File: src/ccu_pkg.sv
package ccu_pkg;

	// ------------------------------------------------------------
	// Timing: clk taken as the oscillator
	// ------------------------------------------------------------
	localparam logic [7:0]       T2_BASE_DIV  = 8'h0c; // Osc cycles per general step
	localparam logic [7:0]       CT_BASE_DIV  = 8'h02; // Osc cycles per compare step
	localparam int               T2_PRE_W     = 2;     // General prescaler width
	localparam int               CT_PRE_W     = 8;     // Compare prescaler width
	localparam logic [15:0]      CNT_MAX      = 16'hffff;

	// ------------------------------------------------------------
	// Reset values
	// ------------------------------------------------------------
	localparam logic [7:0]       PORT5_RESET  = 8'hff;

	// ------------------------------------------------------------
	// Register byte addresses
	// ------------------------------------------------------------
	localparam logic [7:0]       ADDR_SET_LO  = 8'ha1; // Set compare value
	localparam logic [7:0]       ADDR_SET_HI  = 8'ha2;
	localparam logic [7:0]       ADDR_CLR_LO  = 8'ha3; // Clear compare value
	localparam logic [7:0]       ADDR_CLR_HI  = 8'ha4;
	localparam logic [7:0]       ADDR_SET_MSK = 8'ha5; // port5_set_mask
	localparam logic [7:0]       ADDR_CLR_MSK = 8'ha6; // port5_clear_mask
	localparam logic [7:0]       ADDR_T2_LO   = 8'hcc; // General timer count
	localparam logic [7:0]       ADDR_T2_HI   = 8'hcd;
	localparam logic [7:0]       ADDR_CTR_LO  = 8'hde; // Compare timer reload
	localparam logic [7:0]       ADDR_CTR_HI  = 8'hdf;
	localparam logic [7:0]       ADDR_PORT5   = 8'hf8; // port_five_reg
	// Index 0 is the reload register, 1..4 the capture registers
	localparam logic [4:0][7:0]  CC_LO_ADDR   = {8'hce, 8'hc6, 8'hc4, 8'hc2, 8'hca};
	localparam logic [4:0][7:0]  CC_HI_ADDR   = {8'hcf, 8'hc7, 8'hc5, 8'hc3, 8'hcb};
	localparam logic [7:0][7:0]  CM_LO_ADDR   = {8'hf4, 8'hf2, 8'he6, 8'he4,
	                                             8'he2, 8'hd6, 8'hd4, 8'hd2};
	localparam logic [7:0][7:0]  CM_HI_ADDR   = {8'hf5, 8'hf3, 8'he7, 8'he5,
	                                             8'he3, 8'hd7, 8'hd5, 8'hd3};

endpackage : ccu_pkg

File: src/ccu_compare_capture.sv
`timescale 1ns/1ps
// Summary of operation
// - General timer, 2-bit prescaler, reload, osc/12
// - Compare timer, 8-bit prescaler, reload, osc/2
// - Fifteen compare registers, five also capture
// - Each general compare register picks its timer
// - Other compare registers use general timer only
// - Match drives configured output; general-timer general, set and clear matches request interrupt
// - Mode 0: match sets, overflow clears output
// - Mode 1: software level, overflow ignored
// - Set match drives masked port-5 pins high
// - Clear match drives masked port-5 pins low
// - Port-5 writable and readable by software
// - Compare-timer general matches use shadows reloaded at overflow
// - Capture pin edge copies general timer
// - Low byte write captures general timer
// - Reload value joins reload register bytes
// - Reload mode 0: reload on overflow
// - Reload mode 1: pin falling edge, interrupt
// - 21 output lines, thirteen interrupt sources
// - Overflow/ext reload shared; general matches shared
// - Compare overflow, set, clear own requests
// - Port-1 pins shared with external interrupts
module ccu_compare_capture
	import ccu_pkg::*;
(
	input  wire logic       clk,
	input  wire logic       rst_b,
	// Register port
	input  wire logic [7:0] sfr_addr,
	input  wire logic       sfr_wr,
	input  wire logic       sfr_rd,
	input  wire logic [7:0] sfr_wdata,
	output logic      [7:0] sfr_rdata,
	// General timer configuration
	input  wire logic       t2_run,
	input  wire logic [1:0] t2_pre_div,
	input  wire logic       reload_en,
	input  wire logic       reload_mode,
	input  wire logic       ext_reload_irq_en,
	input  wire logic       ext_reload_pin,
	// Compare timer configuration
	input  wire logic       ct_run,
	input  wire logic [7:0] ct_pre_div,
	// Compare/capture channel configuration
	input  wire logic [4:0] cc_cmp_en,
	input  wire logic [4:0] cc_cmp_mode,
	input  wire logic [4:0] cc_level,
	input  wire logic [4:0] cap_en,
	input  wire logic [4:0] cap_mode,
	input  wire logic [3:0] cap_rise,
	input  wire logic [3:0] capture_input,
	// General compare configuration
	input  wire logic [7:0] cm_en,
	input  wire logic [7:0] cm_sel,
	input  wire logic [7:0] cm_level,
	input  wire logic       cm2_en,
	input  wire logic [7:0] port5_pin,
	// Output lines
	output logic      [4:0] cc_out_pin,
	output logic      [7:0] cm_out_pin,
	output logic      [7:0] port5_out,
	// Event flags and their clears
	output logic            general_timer_overflow_flag,
	output logic            ext_reload_flag,
	output logic      [7:0] general_compare_match_flag,
	output logic            compare_timer_overflow_flag,
	output logic            set_match_flag,
	output logic            clear_match_flag,
	input  wire logic       t2_ovf_clr,
	input  wire logic       ext_reload_clr,
	input  wire logic [7:0] cm_match_clr,
	input  wire logic       ct_ovf_clr,
	input  wire logic       set_match_clr,
	input  wire logic       clear_match_clr,
	// Interrupt requests
	output logic            irq_t2,
	output logic            irq_cm,
	output logic            irq_ct,
	output logic            irq_set,
	output logic            irq_clr
);

	// ------------------------------------------------------------
	// State
	// ------------------------------------------------------------
	typedef struct packed {
		logic [4:0][15:0] cap_cmp;          // 0: reload_capture_compare_reg
		logic [7:0][15:0] general_compare_regs;
		logic [7:0][15:0] shadow;           // Compare timer compare latches
		logic [15:0]      set_val;          // Set compare value
		logic [15:0]      clr_val;          // Clear compare value
		logic [15:0]      ct_rel;           // Compare timer reload
		logic [7:0]       port5_set_mask;
		logic [7:0]       port5_clear_mask;
		logic [7:0]       port_five_reg;
		logic [4:0]       cc_out;
		logic [7:0]       cm_out;
		logic             t2_flag;
		logic             ext_flag;
		logic [7:0]       cm_flag;
		logic             ct_flag;
		logic             set_flag;
		logic             clr_flag;
		logic [3:0]       cap_prev;         // Capture pin history
		logic             ext_prev;         // Reload pin history
		logic [7:0]       rdata;
	} ccu_state_s;

	ccu_state_s  r;
	ccu_state_s  next_r;

	logic [15:0] t2_cnt;        // General timer count
	logic        t2_ovf;        // General timer overflow
	logic        t2_upd;        // General count just changed
	logic [15:0] ct_cnt;        // Compare timer count
	logic        ct_ovf;        // Compare timer overflow
	logic        ct_upd;
	logic        t2_wr_lo;
	logic        t2_wr_hi;
	logic        t2_load;
	logic [15:0] reload_value;
	logic        ext_fall;      // Reload pin falling edge
	logic        port5_wr;
	logic [4:0]  cc_hit;
	logic [7:0]  cm_hit;
	logic [7:0]  cm_t2_hit;     // General matches on general timer
	logic        set_hit;
	logic        clr_hit;
	logic [3:0]  cap_edge;
	logic [3:0]  cap_go;        // Pin capture taken
	logic [4:0]  cc_m0_set;     // Mode 0 channels matching
	logic [4:0]  cc_m0_clr;     // Mode 0 channels not matching
	logic [4:0]  cc_m1;         // Mode 1 channels matching
	logic [4:0]  m1_sel;        // Mode 1 channels enabled

	// ------------------------------------------------------------
	// Helpers
	// ------------------------------------------------------------
	// Match on a freshly changed count
	function automatic logic hit(input logic upd, input logic [15:0] cnt,
	                             input logic [15:0] val);
		return upd && (cnt == val);
	endfunction : hit

	// Register write decode
	function automatic logic wsel(input logic wr, input logic [7:0] addr,
	                              input logic [7:0] a);
		return wr && (addr == a);
	endfunction : wsel

	// ------------------------------------------------------------
	// Timers
	// ------------------------------------------------------------
	assign t2_wr_lo     = wsel(sfr_wr, sfr_addr, ADDR_T2_LO);
	assign t2_wr_hi     = wsel(sfr_wr, sfr_addr, ADDR_T2_HI);
	assign reload_value = r.cap_cmp[0];
	assign ext_fall     = r.ext_prev && !ext_reload_pin;
	// Auto reload or pin reload
	assign t2_load      = reload_en && ((t2_ovf && !reload_mode)
	                    || (ext_fall && reload_mode));

	// General timer
	ccu_timer #(
		.BASE_DIV (T2_BASE_DIV),
		.PRE_W    (T2_PRE_W)
	) u_t2 (
		.clk      (clk),
		.rst_b    (rst_b),
		.run      (t2_run),
		.pre_div  (t2_pre_div),
		.load     (t2_load),
		.load_val (reload_value),
		.wr_lo    (t2_wr_lo),
		.wr_hi    (t2_wr_hi),
		.wdata    (sfr_wdata),
		.cnt      (t2_cnt),
		.ovf      (t2_ovf),
		.upd      (t2_upd)
	);

	// Compare timer, reloads at every overflow
	ccu_timer #(
		.BASE_DIV (CT_BASE_DIV),
		.PRE_W    (CT_PRE_W)
	) u_ct (
		.clk      (clk),
		.rst_b    (rst_b),
		.run      (ct_run),
		.pre_div  (ct_pre_div),
		.load     (ct_ovf),
		.load_val (r.ct_rel),
		.wr_lo    (1'b0),
		.wr_hi    (1'b0),
		.wdata    (8'h00),
		.cnt      (ct_cnt),
		.ovf      (ct_ovf),
		.upd      (ct_upd)
	);

	// ------------------------------------------------------------
	// Match and edge detection
	// ------------------------------------------------------------
	always_comb
	begin
		for (int i = 0; i < 5; i++)
		begin
			cc_hit[i] = hit(t2_upd, t2_cnt, r.cap_cmp[i]);
		end
		for (int i = 0; i < 8; i++)
		begin
			// Compare timer side uses the shadow latch
			cm_hit[i] = cm_en[i] && (cm_sel[i] ? hit(ct_upd, ct_cnt, r.shadow[i])
			          : hit(t2_upd, t2_cnt, r.general_compare_regs[i]));
		end
		for (int i = 0; i < 4; i++)
		begin
			// Capture pins share port-1 with interrupt inputs
			cap_edge[i] = cap_rise[i] ? (!r.cap_prev[i] && capture_input[i])
			            : (r.cap_prev[i] && !capture_input[i]);
			cap_go[i]   = cap_en[i] && !cap_mode[i] && cap_edge[i];
		end
		cm_t2_hit = cm_hit & ~cm_sel;
		set_hit   = hit(t2_upd, t2_cnt, r.set_val);
		clr_hit   = hit(t2_upd, t2_cnt, r.clr_val);
		port5_wr  = wsel(sfr_wr, sfr_addr, ADDR_PORT5);
		cc_m0_set = cc_hit & cc_cmp_en & ~cc_cmp_mode;
		cc_m0_clr = ~cc_hit & cc_cmp_en & ~cc_cmp_mode;
		m1_sel    = cc_cmp_en & cc_cmp_mode;
		cc_m1     = cc_hit & m1_sel;
	end

	// ------------------------------------------------------------
	// Next state
	// ------------------------------------------------------------
	always_comb
	begin
		logic [7:0] rv;
		rv     = 8'h00;
		next_r = r;

		// Byte writes to the 16-bit registers
		for (int i = 0; i < 5; i++)
		begin
			if (wsel(sfr_wr, sfr_addr, CC_LO_ADDR[i]))
			begin
				// Software capture or plain byte store
				if (cap_en[i] && cap_mode[i])
					next_r.cap_cmp[i] = t2_cnt;
				else
					next_r.cap_cmp[i][7:0] = sfr_wdata;
			end
			if (wsel(sfr_wr, sfr_addr, CC_HI_ADDR[i]))
				next_r.cap_cmp[i][15:8] = sfr_wdata;
		end
		for (int i = 0; i < 4; i++)
		begin
			// Pin capture wins over a byte write
			if (cap_go[i])
				next_r.cap_cmp[i] = t2_cnt;
		end
		for (int i = 0; i < 8; i++)
		begin
			if (wsel(sfr_wr, sfr_addr, CM_LO_ADDR[i]))
				next_r.general_compare_regs[i][7:0] = sfr_wdata;
			if (wsel(sfr_wr, sfr_addr, CM_HI_ADDR[i]))
				next_r.general_compare_regs[i][15:8] = sfr_wdata;
		end
		if (wsel(sfr_wr, sfr_addr, ADDR_SET_LO))
			next_r.set_val[7:0] = sfr_wdata;
		if (wsel(sfr_wr, sfr_addr, ADDR_SET_HI))
			next_r.set_val[15:8] = sfr_wdata;
		if (wsel(sfr_wr, sfr_addr, ADDR_CLR_LO))
			next_r.clr_val[7:0] = sfr_wdata;
		if (wsel(sfr_wr, sfr_addr, ADDR_CLR_HI))
			next_r.clr_val[15:8] = sfr_wdata;
		if (wsel(sfr_wr, sfr_addr, ADDR_CTR_LO))
			next_r.ct_rel[7:0] = sfr_wdata;
		if (wsel(sfr_wr, sfr_addr, ADDR_CTR_HI))
			next_r.ct_rel[15:8] = sfr_wdata;
		if (wsel(sfr_wr, sfr_addr, ADDR_SET_MSK))
			next_r.port5_set_mask = sfr_wdata;
		if (wsel(sfr_wr, sfr_addr, ADDR_CLR_MSK))
			next_r.port5_clear_mask = sfr_wdata;

		// Shadows follow the registers at compare overflow
		if (ct_ovf)
			next_r.shadow = r.general_compare_regs;

		// Compare/capture channel outputs
		for (int i = 0; i < 5; i++)
		begin
			if (cc_cmp_en[i] && !cc_cmp_mode[i])
			begin
				// Match first, then overflow clear
				if (cc_hit[i])
					next_r.cc_out[i] = 1'b1;
				else if (t2_ovf)
					next_r.cc_out[i] = 1'b0;
			end
			else if (cc_cmp_en[i] && cc_hit[i])
				next_r.cc_out[i] = cc_level[i];
		end

		// General compare outputs
		for (int i = 0; i < 8; i++)
		begin
			if (cm_en[i] && cm_sel[i])
			begin
				if (cm_hit[i])
					next_r.cm_out[i] = 1'b1;
				else if (ct_ovf)
					next_r.cm_out[i] = 1'b0;
			end
			else if (cm_hit[i])
				next_r.cm_out[i] = cm_level[i];
		end

		// Port 5: software write, then set, then clear
		if (port5_wr)
			next_r.port_five_reg = sfr_wdata;
		if (cm2_en && set_hit)
			next_r.port_five_reg = next_r.port_five_reg | r.port5_set_mask;
		if (cm2_en && clr_hit)
			next_r.port_five_reg = next_r.port_five_reg & ~r.port5_clear_mask;

		// Sticky flags, set wins over clear
		next_r.t2_flag  = (r.t2_flag & ~t2_ovf_clr) | t2_ovf;
		next_r.ext_flag = (r.ext_flag & ~ext_reload_clr)
		                | (reload_en && reload_mode && ext_fall && ext_reload_irq_en);
		next_r.cm_flag  = (r.cm_flag & ~cm_match_clr) | cm_t2_hit;
		next_r.ct_flag  = (r.ct_flag & ~ct_ovf_clr) | ct_ovf;
		next_r.set_flag = (r.set_flag & ~set_match_clr) | set_hit;
		next_r.clr_flag = (r.clr_flag & ~clear_match_clr) | clr_hit;

		// Pin history
		next_r.cap_prev = capture_input;
		next_r.ext_prev = ext_reload_pin;

		// Read data
		case (sfr_addr)
			ADDR_SET_LO:  rv = r.set_val[7:0];
			ADDR_SET_HI:  rv = r.set_val[15:8];
			ADDR_CLR_LO:  rv = r.clr_val[7:0];
			ADDR_CLR_HI:  rv = r.clr_val[15:8];
			ADDR_SET_MSK: rv = r.port5_set_mask;
			ADDR_CLR_MSK: rv = r.port5_clear_mask;
			ADDR_T2_LO:   rv = t2_cnt[7:0];
			ADDR_T2_HI:   rv = t2_cnt[15:8];
			ADDR_CTR_LO:  rv = r.ct_rel[7:0];
			ADDR_CTR_HI:  rv = r.ct_rel[15:8];
			ADDR_PORT5:   rv = port5_pin;
			default:      rv = 8'h00;
		endcase
		for (int i = 0; i < 5; i++)
		begin
			if (sfr_addr == CC_LO_ADDR[i])
				rv = r.cap_cmp[i][7:0];
			if (sfr_addr == CC_HI_ADDR[i])
				rv = r.cap_cmp[i][15:8];
		end
		for (int i = 0; i < 8; i++)
		begin
			if (sfr_addr == CM_LO_ADDR[i])
				rv = r.general_compare_regs[i][7:0];
			if (sfr_addr == CM_HI_ADDR[i])
				rv = r.general_compare_regs[i][15:8];
		end
		if (sfr_rd)
			next_r.rdata = rv;
	end

	// State register
	always_ff @(posedge clk)
	begin
		if (!rst_b)
		begin
			r               <= '0;
			r.port_five_reg <= PORT5_RESET;
			// Pin histories start at the pulled-up idle level, no false edge
			r.cap_prev      <= '1;
			r.ext_prev      <= 1'b1;
		end
		else
		begin
			r <= next_r;
		end
	end

	// ------------------------------------------------------------
	// Outputs: 5 + 8 + 8 lines
	// ------------------------------------------------------------
	assign sfr_rdata                   = r.rdata;
	assign cc_out_pin                  = r.cc_out;
	assign cm_out_pin                  = r.cm_out;
	assign port5_out                   = r.port_five_reg;
	assign general_timer_overflow_flag = r.t2_flag;
	assign ext_reload_flag             = r.ext_flag;
	assign general_compare_match_flag  = r.cm_flag;
	assign compare_timer_overflow_flag = r.ct_flag;
	assign set_match_flag              = r.set_flag;
	assign clear_match_flag            = r.clr_flag;
	assign irq_t2                      = r.t2_flag | r.ext_flag;
	assign irq_cm                      = |r.cm_flag;
	assign irq_ct                      = r.ct_flag;
	assign irq_set                     = r.set_flag;
	assign irq_clr                     = r.clr_flag;

	// ------------------------------------------------------------
	// Checks
	// ------------------------------------------------------------
	property p_m0_set;
		@(posedge clk) disable iff (!rst_b)
		|cc_m0_set |=> ((r.cc_out & $past(cc_m0_set)) == $past(cc_m0_set));
	endproperty
	a_m0_set: assert property (p_m0_set)
		else $error("mode 0 match did not raise output");

	property p_m0_clr;
		@(posedge clk) disable iff (!rst_b)
		t2_ovf |=> ((r.cc_out & $past(cc_m0_clr)) == 5'h00);
	endproperty
	a_m0_clr: assert property (p_m0_clr)
		else $error("mode 0 output not cleared at overflow");

	property p_m1_level;
		@(posedge clk) disable iff (!rst_b)
		|cc_m1 |=> (((r.cc_out ^ $past(cc_level)) & $past(cc_m1)) == 5'h00);
	endproperty
	a_m1_level: assert property (p_m1_level)
		else $error("mode 1 match gave wrong level");

	property p_m1_hold;
		@(posedge clk) disable iff (!rst_b)
		(|m1_sel) && !(|cc_hit) |=>
			(((r.cc_out ^ $past(r.cc_out)) & $past(m1_sel)) == 5'h00);
	endproperty
	a_m1_hold: assert property (p_m1_hold)
		else $error("mode 1 output moved without a match");

	property p_p5_set;
		@(posedge clk) disable iff (!rst_b)
		cm2_en && set_hit && !clr_hit && !port5_wr |=>
			((r.port_five_reg & $past(r.port5_set_mask)) == $past(r.port5_set_mask));
	endproperty
	a_p5_set: assert property (p_p5_set)
		else $error("set match did not raise masked pins");

	property p_p5_clr;
		@(posedge clk) disable iff (!rst_b)
		cm2_en && clr_hit |=> ((r.port_five_reg & $past(r.port5_clear_mask)) == 8'h00);
	endproperty
	a_p5_clr: assert property (p_p5_clr)
		else $error("clear match did not lower masked pins");

	property p_auto_reload;
		@(posedge clk) disable iff (!rst_b)
		t2_ovf && reload_en && !reload_mode |=> (t2_cnt == $past(reload_value));
	endproperty
	a_auto_reload: assert property (p_auto_reload)
		else $error("overflow did not reload the general timer");

	property p_ext_reload;
		@(posedge clk) disable iff (!rst_b)
		ext_fall && reload_en && reload_mode && !t2_wr_lo && !t2_wr_hi |=>
			(t2_cnt == $past(reload_value)) && t2_upd;
	endproperty
	a_ext_reload: assert property (p_ext_reload)
		else $error("reload pin edge did not reload the general timer");

	property p_shadow;
		@(posedge clk) disable iff (!rst_b)
		ct_ovf |=> (r.shadow == $past(r.general_compare_regs));
	endproperty
	a_shadow: assert property (p_shadow)
		else $error("shadow latches not reloaded at overflow");

	property p_cm_flag;
		@(posedge clk) disable iff (!rst_b)
		|cm_t2_hit |=> ((r.cm_flag & $past(cm_t2_hit)) == $past(cm_t2_hit)) ##0 irq_cm;
	endproperty
	a_cm_flag: assert property (p_cm_flag)
		else $error("general match did not request an interrupt");

	property p_ct_flag;
		@(posedge clk) disable iff (!rst_b)
		ct_ovf |=> r.ct_flag && irq_ct;
	endproperty
	a_ct_flag: assert property (p_ct_flag)
		else $error("compare overflow did not request an interrupt");

	for (genvar g = 0; g < 4; g++)
	begin : g_cap
		property p_cap;
			@(posedge clk) disable iff (!rst_b)
			cap_go[g] |=> (r.cap_cmp[g] == $past(t2_cnt));
		endproperty
		a_cap: assert property (p_cap)
			else $error("pin capture did not store the timer");
	end

endmodule : ccu_compare_capture

File: src/ccu_timer.sv
`timescale 1ns/1ps
module ccu_timer
	import ccu_pkg::*;
#(
	parameter logic [7:0] BASE_DIV = T2_BASE_DIV, // Clock cycles per base step
	parameter int         PRE_W    = T2_PRE_W     // Prescaler width
)
(
	input  wire logic             clk,
	input  wire logic             rst_b,
	input  wire logic             run,
	input  wire logic [PRE_W-1:0] pre_div,
	input  wire logic             load,
	input  wire logic [15:0]      load_val,
	input  wire logic             wr_lo,
	input  wire logic             wr_hi,
	input  wire logic [7:0]       wdata,
	output logic      [15:0]      cnt,
	output logic                  ovf,
	output logic                  upd
);

	// ------------------------------------------------------------
	// State
	// ------------------------------------------------------------
	typedef struct packed {
		logic [7:0]       base; // Base rate divider
		logic [PRE_W-1:0] pre;  // Prescaler
		logic [15:0]      cnt;  // Count
		logic             upd;  // Count just changed
	} ccu_tmr_s;

	ccu_tmr_s r;
	ccu_tmr_s next_r;
	logic     base_tick;
	logic     tick;

	// ------------------------------------------------------------
	// Step enables and overflow
	// ------------------------------------------------------------
	always_comb
	begin
		base_tick = (r.base == BASE_DIV - 8'h01);
		tick      = run && base_tick && (r.pre == pre_div);
		ovf       = tick && (r.cnt == CNT_MAX) && !wr_lo && !wr_hi;
	end

	// Next state: write, then load, then count
	always_comb
	begin
		next_r     = r;
		next_r.upd = 1'b0;
		next_r.base = base_tick ? 8'h00 : r.base + 8'h01;
		if (run && base_tick)
		begin
			next_r.pre = (r.pre == pre_div) ? '0 : r.pre + 1'b1;
		end
		if (wr_lo)
		begin
			next_r.cnt[7:0] = wdata;
		end
		else if (wr_hi)
		begin
			next_r.cnt[15:8] = wdata;
		end
		else if (load)
		begin
			next_r.cnt = load_val;
			next_r.upd = 1'b1;
		end
		else if (tick)
		begin
			next_r.cnt = r.cnt + 16'h0001;
			next_r.upd = 1'b1;
		end
	end

	// State register
	always_ff @(posedge clk)
	begin
		if (!rst_b)
		begin
			r <= '0;
		end
		else
		begin
			r <= next_r;
		end
	end

	assign cnt = r.cnt;
	assign upd = r.upd;

	// ------------------------------------------------------------
	// Checks
	// ------------------------------------------------------------
	property p_base_gap;
		@(posedge clk) disable iff (!rst_b)
		base_tick |=> !base_tick;
	endproperty
	a_base_gap: assert property (p_base_gap)
		else $error("timer stepped faster than its base rate");

endmodule : ccu_timer

File: config.mk
export PLATFORM = sky130hd
export DESIGN_NAME = ccu_compare_capture
export DESIGN_NICKNAME = d
export VERILOG_FILES = /design/src/ccu_pkg.sv /design/src/ccu_compare_capture.sv /design/src/ccu_timer.sv
export SDC_FILE = /design/constraint.sdc
export NUM_CORES = 2
export LEC_CHECK = 0
export BUFFER_PORTS_ARGS = -buffer_cell sky130_fd_sc_hd__buf_2
export CAP_MARGIN = 20
export CORE_UTILIZATION = 64
export CTS_BUF_LIST = sky130_fd_sc_hd__clkbuf_4 sky130_fd_sc_hd__clkbuf_8
export DETAILED_ROUTE_END_ITERATION = 8
export PLACE_DENSITY_LB_ADDON = 0.12
export SLEW_MARGIN = 20
export SYNTH_ARGS = -nofsm -noshare
export SYNTH_HDL_FRONTEND = slang
export SYNTH_SLANG_ARGS = --single-unit
File: constraint.sdc
create_clock -name clk -period 3.7 [get_ports clk]
set_clock_uncertainty 0.2 [all_clocks]
set_input_delay 0.74 -clock clk [delete_from_list [all_inputs] [get_ports clk]]
set_output_delay 0.74 -clock clk [all_outputs]
set_load 0.01 [all_outputs]
==> impl_metrics.csv <==
group,metric,value,unit
cts,cts_buffers,87,
place,gp_congestion,1.114,
global_route,grt_pass1_wl,165100,um
layout,nFillCells,3405,
global_route,grt_pass1_vias,26980,
pwr,power_leakage,11.61,nW
logic_synthesis,syn-cell-area,0.02843,mm^2
setup_path,cp_data_required_time,4010,ps
sta,tightest_slew,1117,ps
logic_synthesis,synth_ff_type,"dfxtp_1",
sta,setup_viol,0,
sta,slew_viol_final,0,
floorplan,io_pins,162,
cts,htreeDepth,3,
cts,tritoncts,"done",
sta,fmax,0.3127,GHz
layout,final_util,0.7329,
pwr,total_power,11.94,mW
setup_path,slowest_stage,"a2111oi_0",
pwr,power_density,374.9,mW/mm^2
setup_path,crit_fanout,21,
routing,avgRoutedWirePerCell,26.10,um
sta,min_period_over_period,0.8644,
cts,cts_num_sinks,507,
cts,clockBufferDepth,3,
routing,wirelength,112300,um
sta,max-slew-margin-rel,0.2361,
logic_synthesis,synth_most_common_cell,"nand2_1",
setup_path,cpMostUsedCell,"buf_4",
setup_path,slowest_delay,950,ps
place,port_buffers,161,
routing,postRouteAntennaNets,0,
sta,layout_setup_ws,501.6,ps
status,violations,"design-rule violations",
setup_path,worstSetupEndpointType,"register",
logic_synthesis,syn_inst,3584,
cts,holdBufCountCts,0,
routing,vias_per_cell,6.781,
place,post-place-ws,29.60,ps
logic_synthesis,synth.top_cell.area_share,0.3570,
setup_path,worstSetupPathType,"in -> reg",
logic_synthesis,async_flop_share,0,
logic_synthesis,synth-seq-cells,507,
setup_path,path_buf_inv,3,
routing,drt_first_pass_iters,9,
setup_path,crit_path_cell_trace,"buf_2, buf_4, nand4b_1, nor2_1, buf_4, a22oi_1, a31oi_1, a2111oi_0, a21oi_1",
cts,post-cts-setup-buffers,0,
setup_path,cp-start-kind,"input pin",
layout,area_growth_syn_to_layout,12.03,%
logic_synthesis,yosysWarnings,0,
floorplan,initial_core_util,0.6542,
floorplan,die_area,0.04527,mm^2
setup_path,rrSetupSlack,550,ps
min_path,hp-start,"ext_reload_pin",
global_route,grt_antenna_before_repair,2,
global_route,overflow,0,
logic_synthesis,avgSynthCellArea,7.932,um^2
logic_synthesis,yosysUniqueCellTypes,79,
flow_run,drv_cap,0,
logic_synthesis,synth-edff-count,0,
routing,drt_iter0_markers,4684,
routing,vias,29180,
sta,finalSetupTns,0,ps
logic_synthesis,syn_nets,3705,
sta,hold_viol,0,
pwr,ir_drop,0.3905,mV
floorplan,die_w,212.8,um
cts,root_buffer,"clkbuf_8",
cts,cts_resized,0,
cts,clk_latency,700,ps
sta,post-route-min-period,3198,ps
layout,nets,3775,
layout,drive_above_1_share,0.1427,
global_route,grtUsageTotal,0.4872,
setup_path,crit_arrival,3510,ps
place,place_hpwl,78380,um
sta,grt_setup_unrepaired,"false",
floorplan,die_y,212.8,um
logic_synthesis,yosys.area.top_type,"dfxtp_1",
routing,route.detailed.drc,7,
logic_synthesis,synth_area_leaders,"dfxtp_1 36%, xnor2_1 9.5%, nand2_1 7.9%",
cts,path_clk_slew,60,ps
setup_path,cp-startpoint,"sfr_addr[3]",
floorplan,core,0.04346,mm^2
floorplan,num_rows,76,
setup_path,r2r_start,"u_t2.r[21]",
logic_synthesis,yosysSeqAreaShare,0.3570,
setup_path,path_delay_family,"compound AO/OA/AOI/OAI gates",
logic_synthesis,synth_common_cells,"598 x nand2_1, 507 x dfxtp_1, 307 x xnor2_1",
global_route,grt_start_max_net_pins,97,
min_path,min_path_type,"in -> reg",
status,status,"finished with violations",
power breakdown:
group / switching [mW] / total, mW / internal, mW
registers: 0.0562 / 5.56 / 5.50
logic: 0.531 / 0.809 / 0.278
clock network: 2.36 / 5.58 / 3.21
total: 2.95 / 11.9 / 8.99
cell usage in the layout (no fill, tap or decap), types with 42 or more instances in the layout:
master    instances
dfxtp_1         507
a22oi_1          43
nand4_1          92
xnor2_1         307
a211oi_1         51
nand3_1         242
a21boi_1         96
xor2_1          102
mux2i_1         116
o21ai_0          61
buf_4           145
nor2_1          202
nor3_1           48
clkbuf_8        111
buf_2           159
nor4_1           42
nand2_1         598
a21oi_1         245
registers in the layout, indices dropped and copies added (netlist names), 5 cells and up:
| name | flops |
|---|---|
| r | 389 |
| reload_value | 16 |
| u_ct.cnt | 16 |
| u_ct.r | 16 |
| u_t2.cnt | 16 |
| u_t2.r | 10 |
| cm_out_pin | 8 |
| general_compare_match_flag | 8 |
| port5_out | 8 |
| sfr_rdata | 8 |
| cc_out_pin | 5 |
kinds of logic (layout without fill, tap and decap cells):
kind of cell	count (synthesis)	in the layout	share of synthesized area
compound gates	738	738	0.1721
xor+xnor	409	409	0.1260
fa+ha+maj	6	6	0.002641
buf+inv	366	497	0.05466
flops	507	507	0.3570
mux	152	152	0.05510
other cells	0	3	0
simple gates	1406	1406	0.2325
per-stage QoR:
step,cells,instance area (um^2),hold WS [ps]
after CTS,4299,31830,25.18
after global placement,4149,29940,242.7
final,4303,31850,56.14
after global routing,4300,31840,44.09
after floorplan,3584,28430,226.0
after detailed placement,4149,29940,253.4
cell type report:
type                       count  area [um^2]  area share
clock buffer                 136         1715     0.05386
inverter                      32        127.6    0.004007
clock inverter                14        183.9    0.005775
sequential                   507        10150      0.3187
timing repair buffer         315         2096     0.06580
antenna                        3        7.507   0.0002357
multi-input combinational   2711        16840      0.5287
tap                          585        732.0     0.02298
routing by layer:
| layer | up-vias | global-route usage | wire (um) |
|---|---|---|---|
| li1 | 12640 | - | - |
| met1 | 13610 | 0.6279 | 41320 |
| met2 | 2329 | 0.7123 | 46410 |
| met3 | 601 | 0.1403 | 16180 |
| met4 | 2 | 0.3098 | 8401 |
| met5 | - | 0 | 12 |
path summary, 6_finish.rpt:
path	to	cells after the start
worst max-delay path	sfr_rdata[0]	9
worst min-delay path	r[8]	2
worst max register to register	u_t2.cnt[14]	8
worst min register to register	cm_out_pin[0]	2
Power figures use the tool's default switching activity.
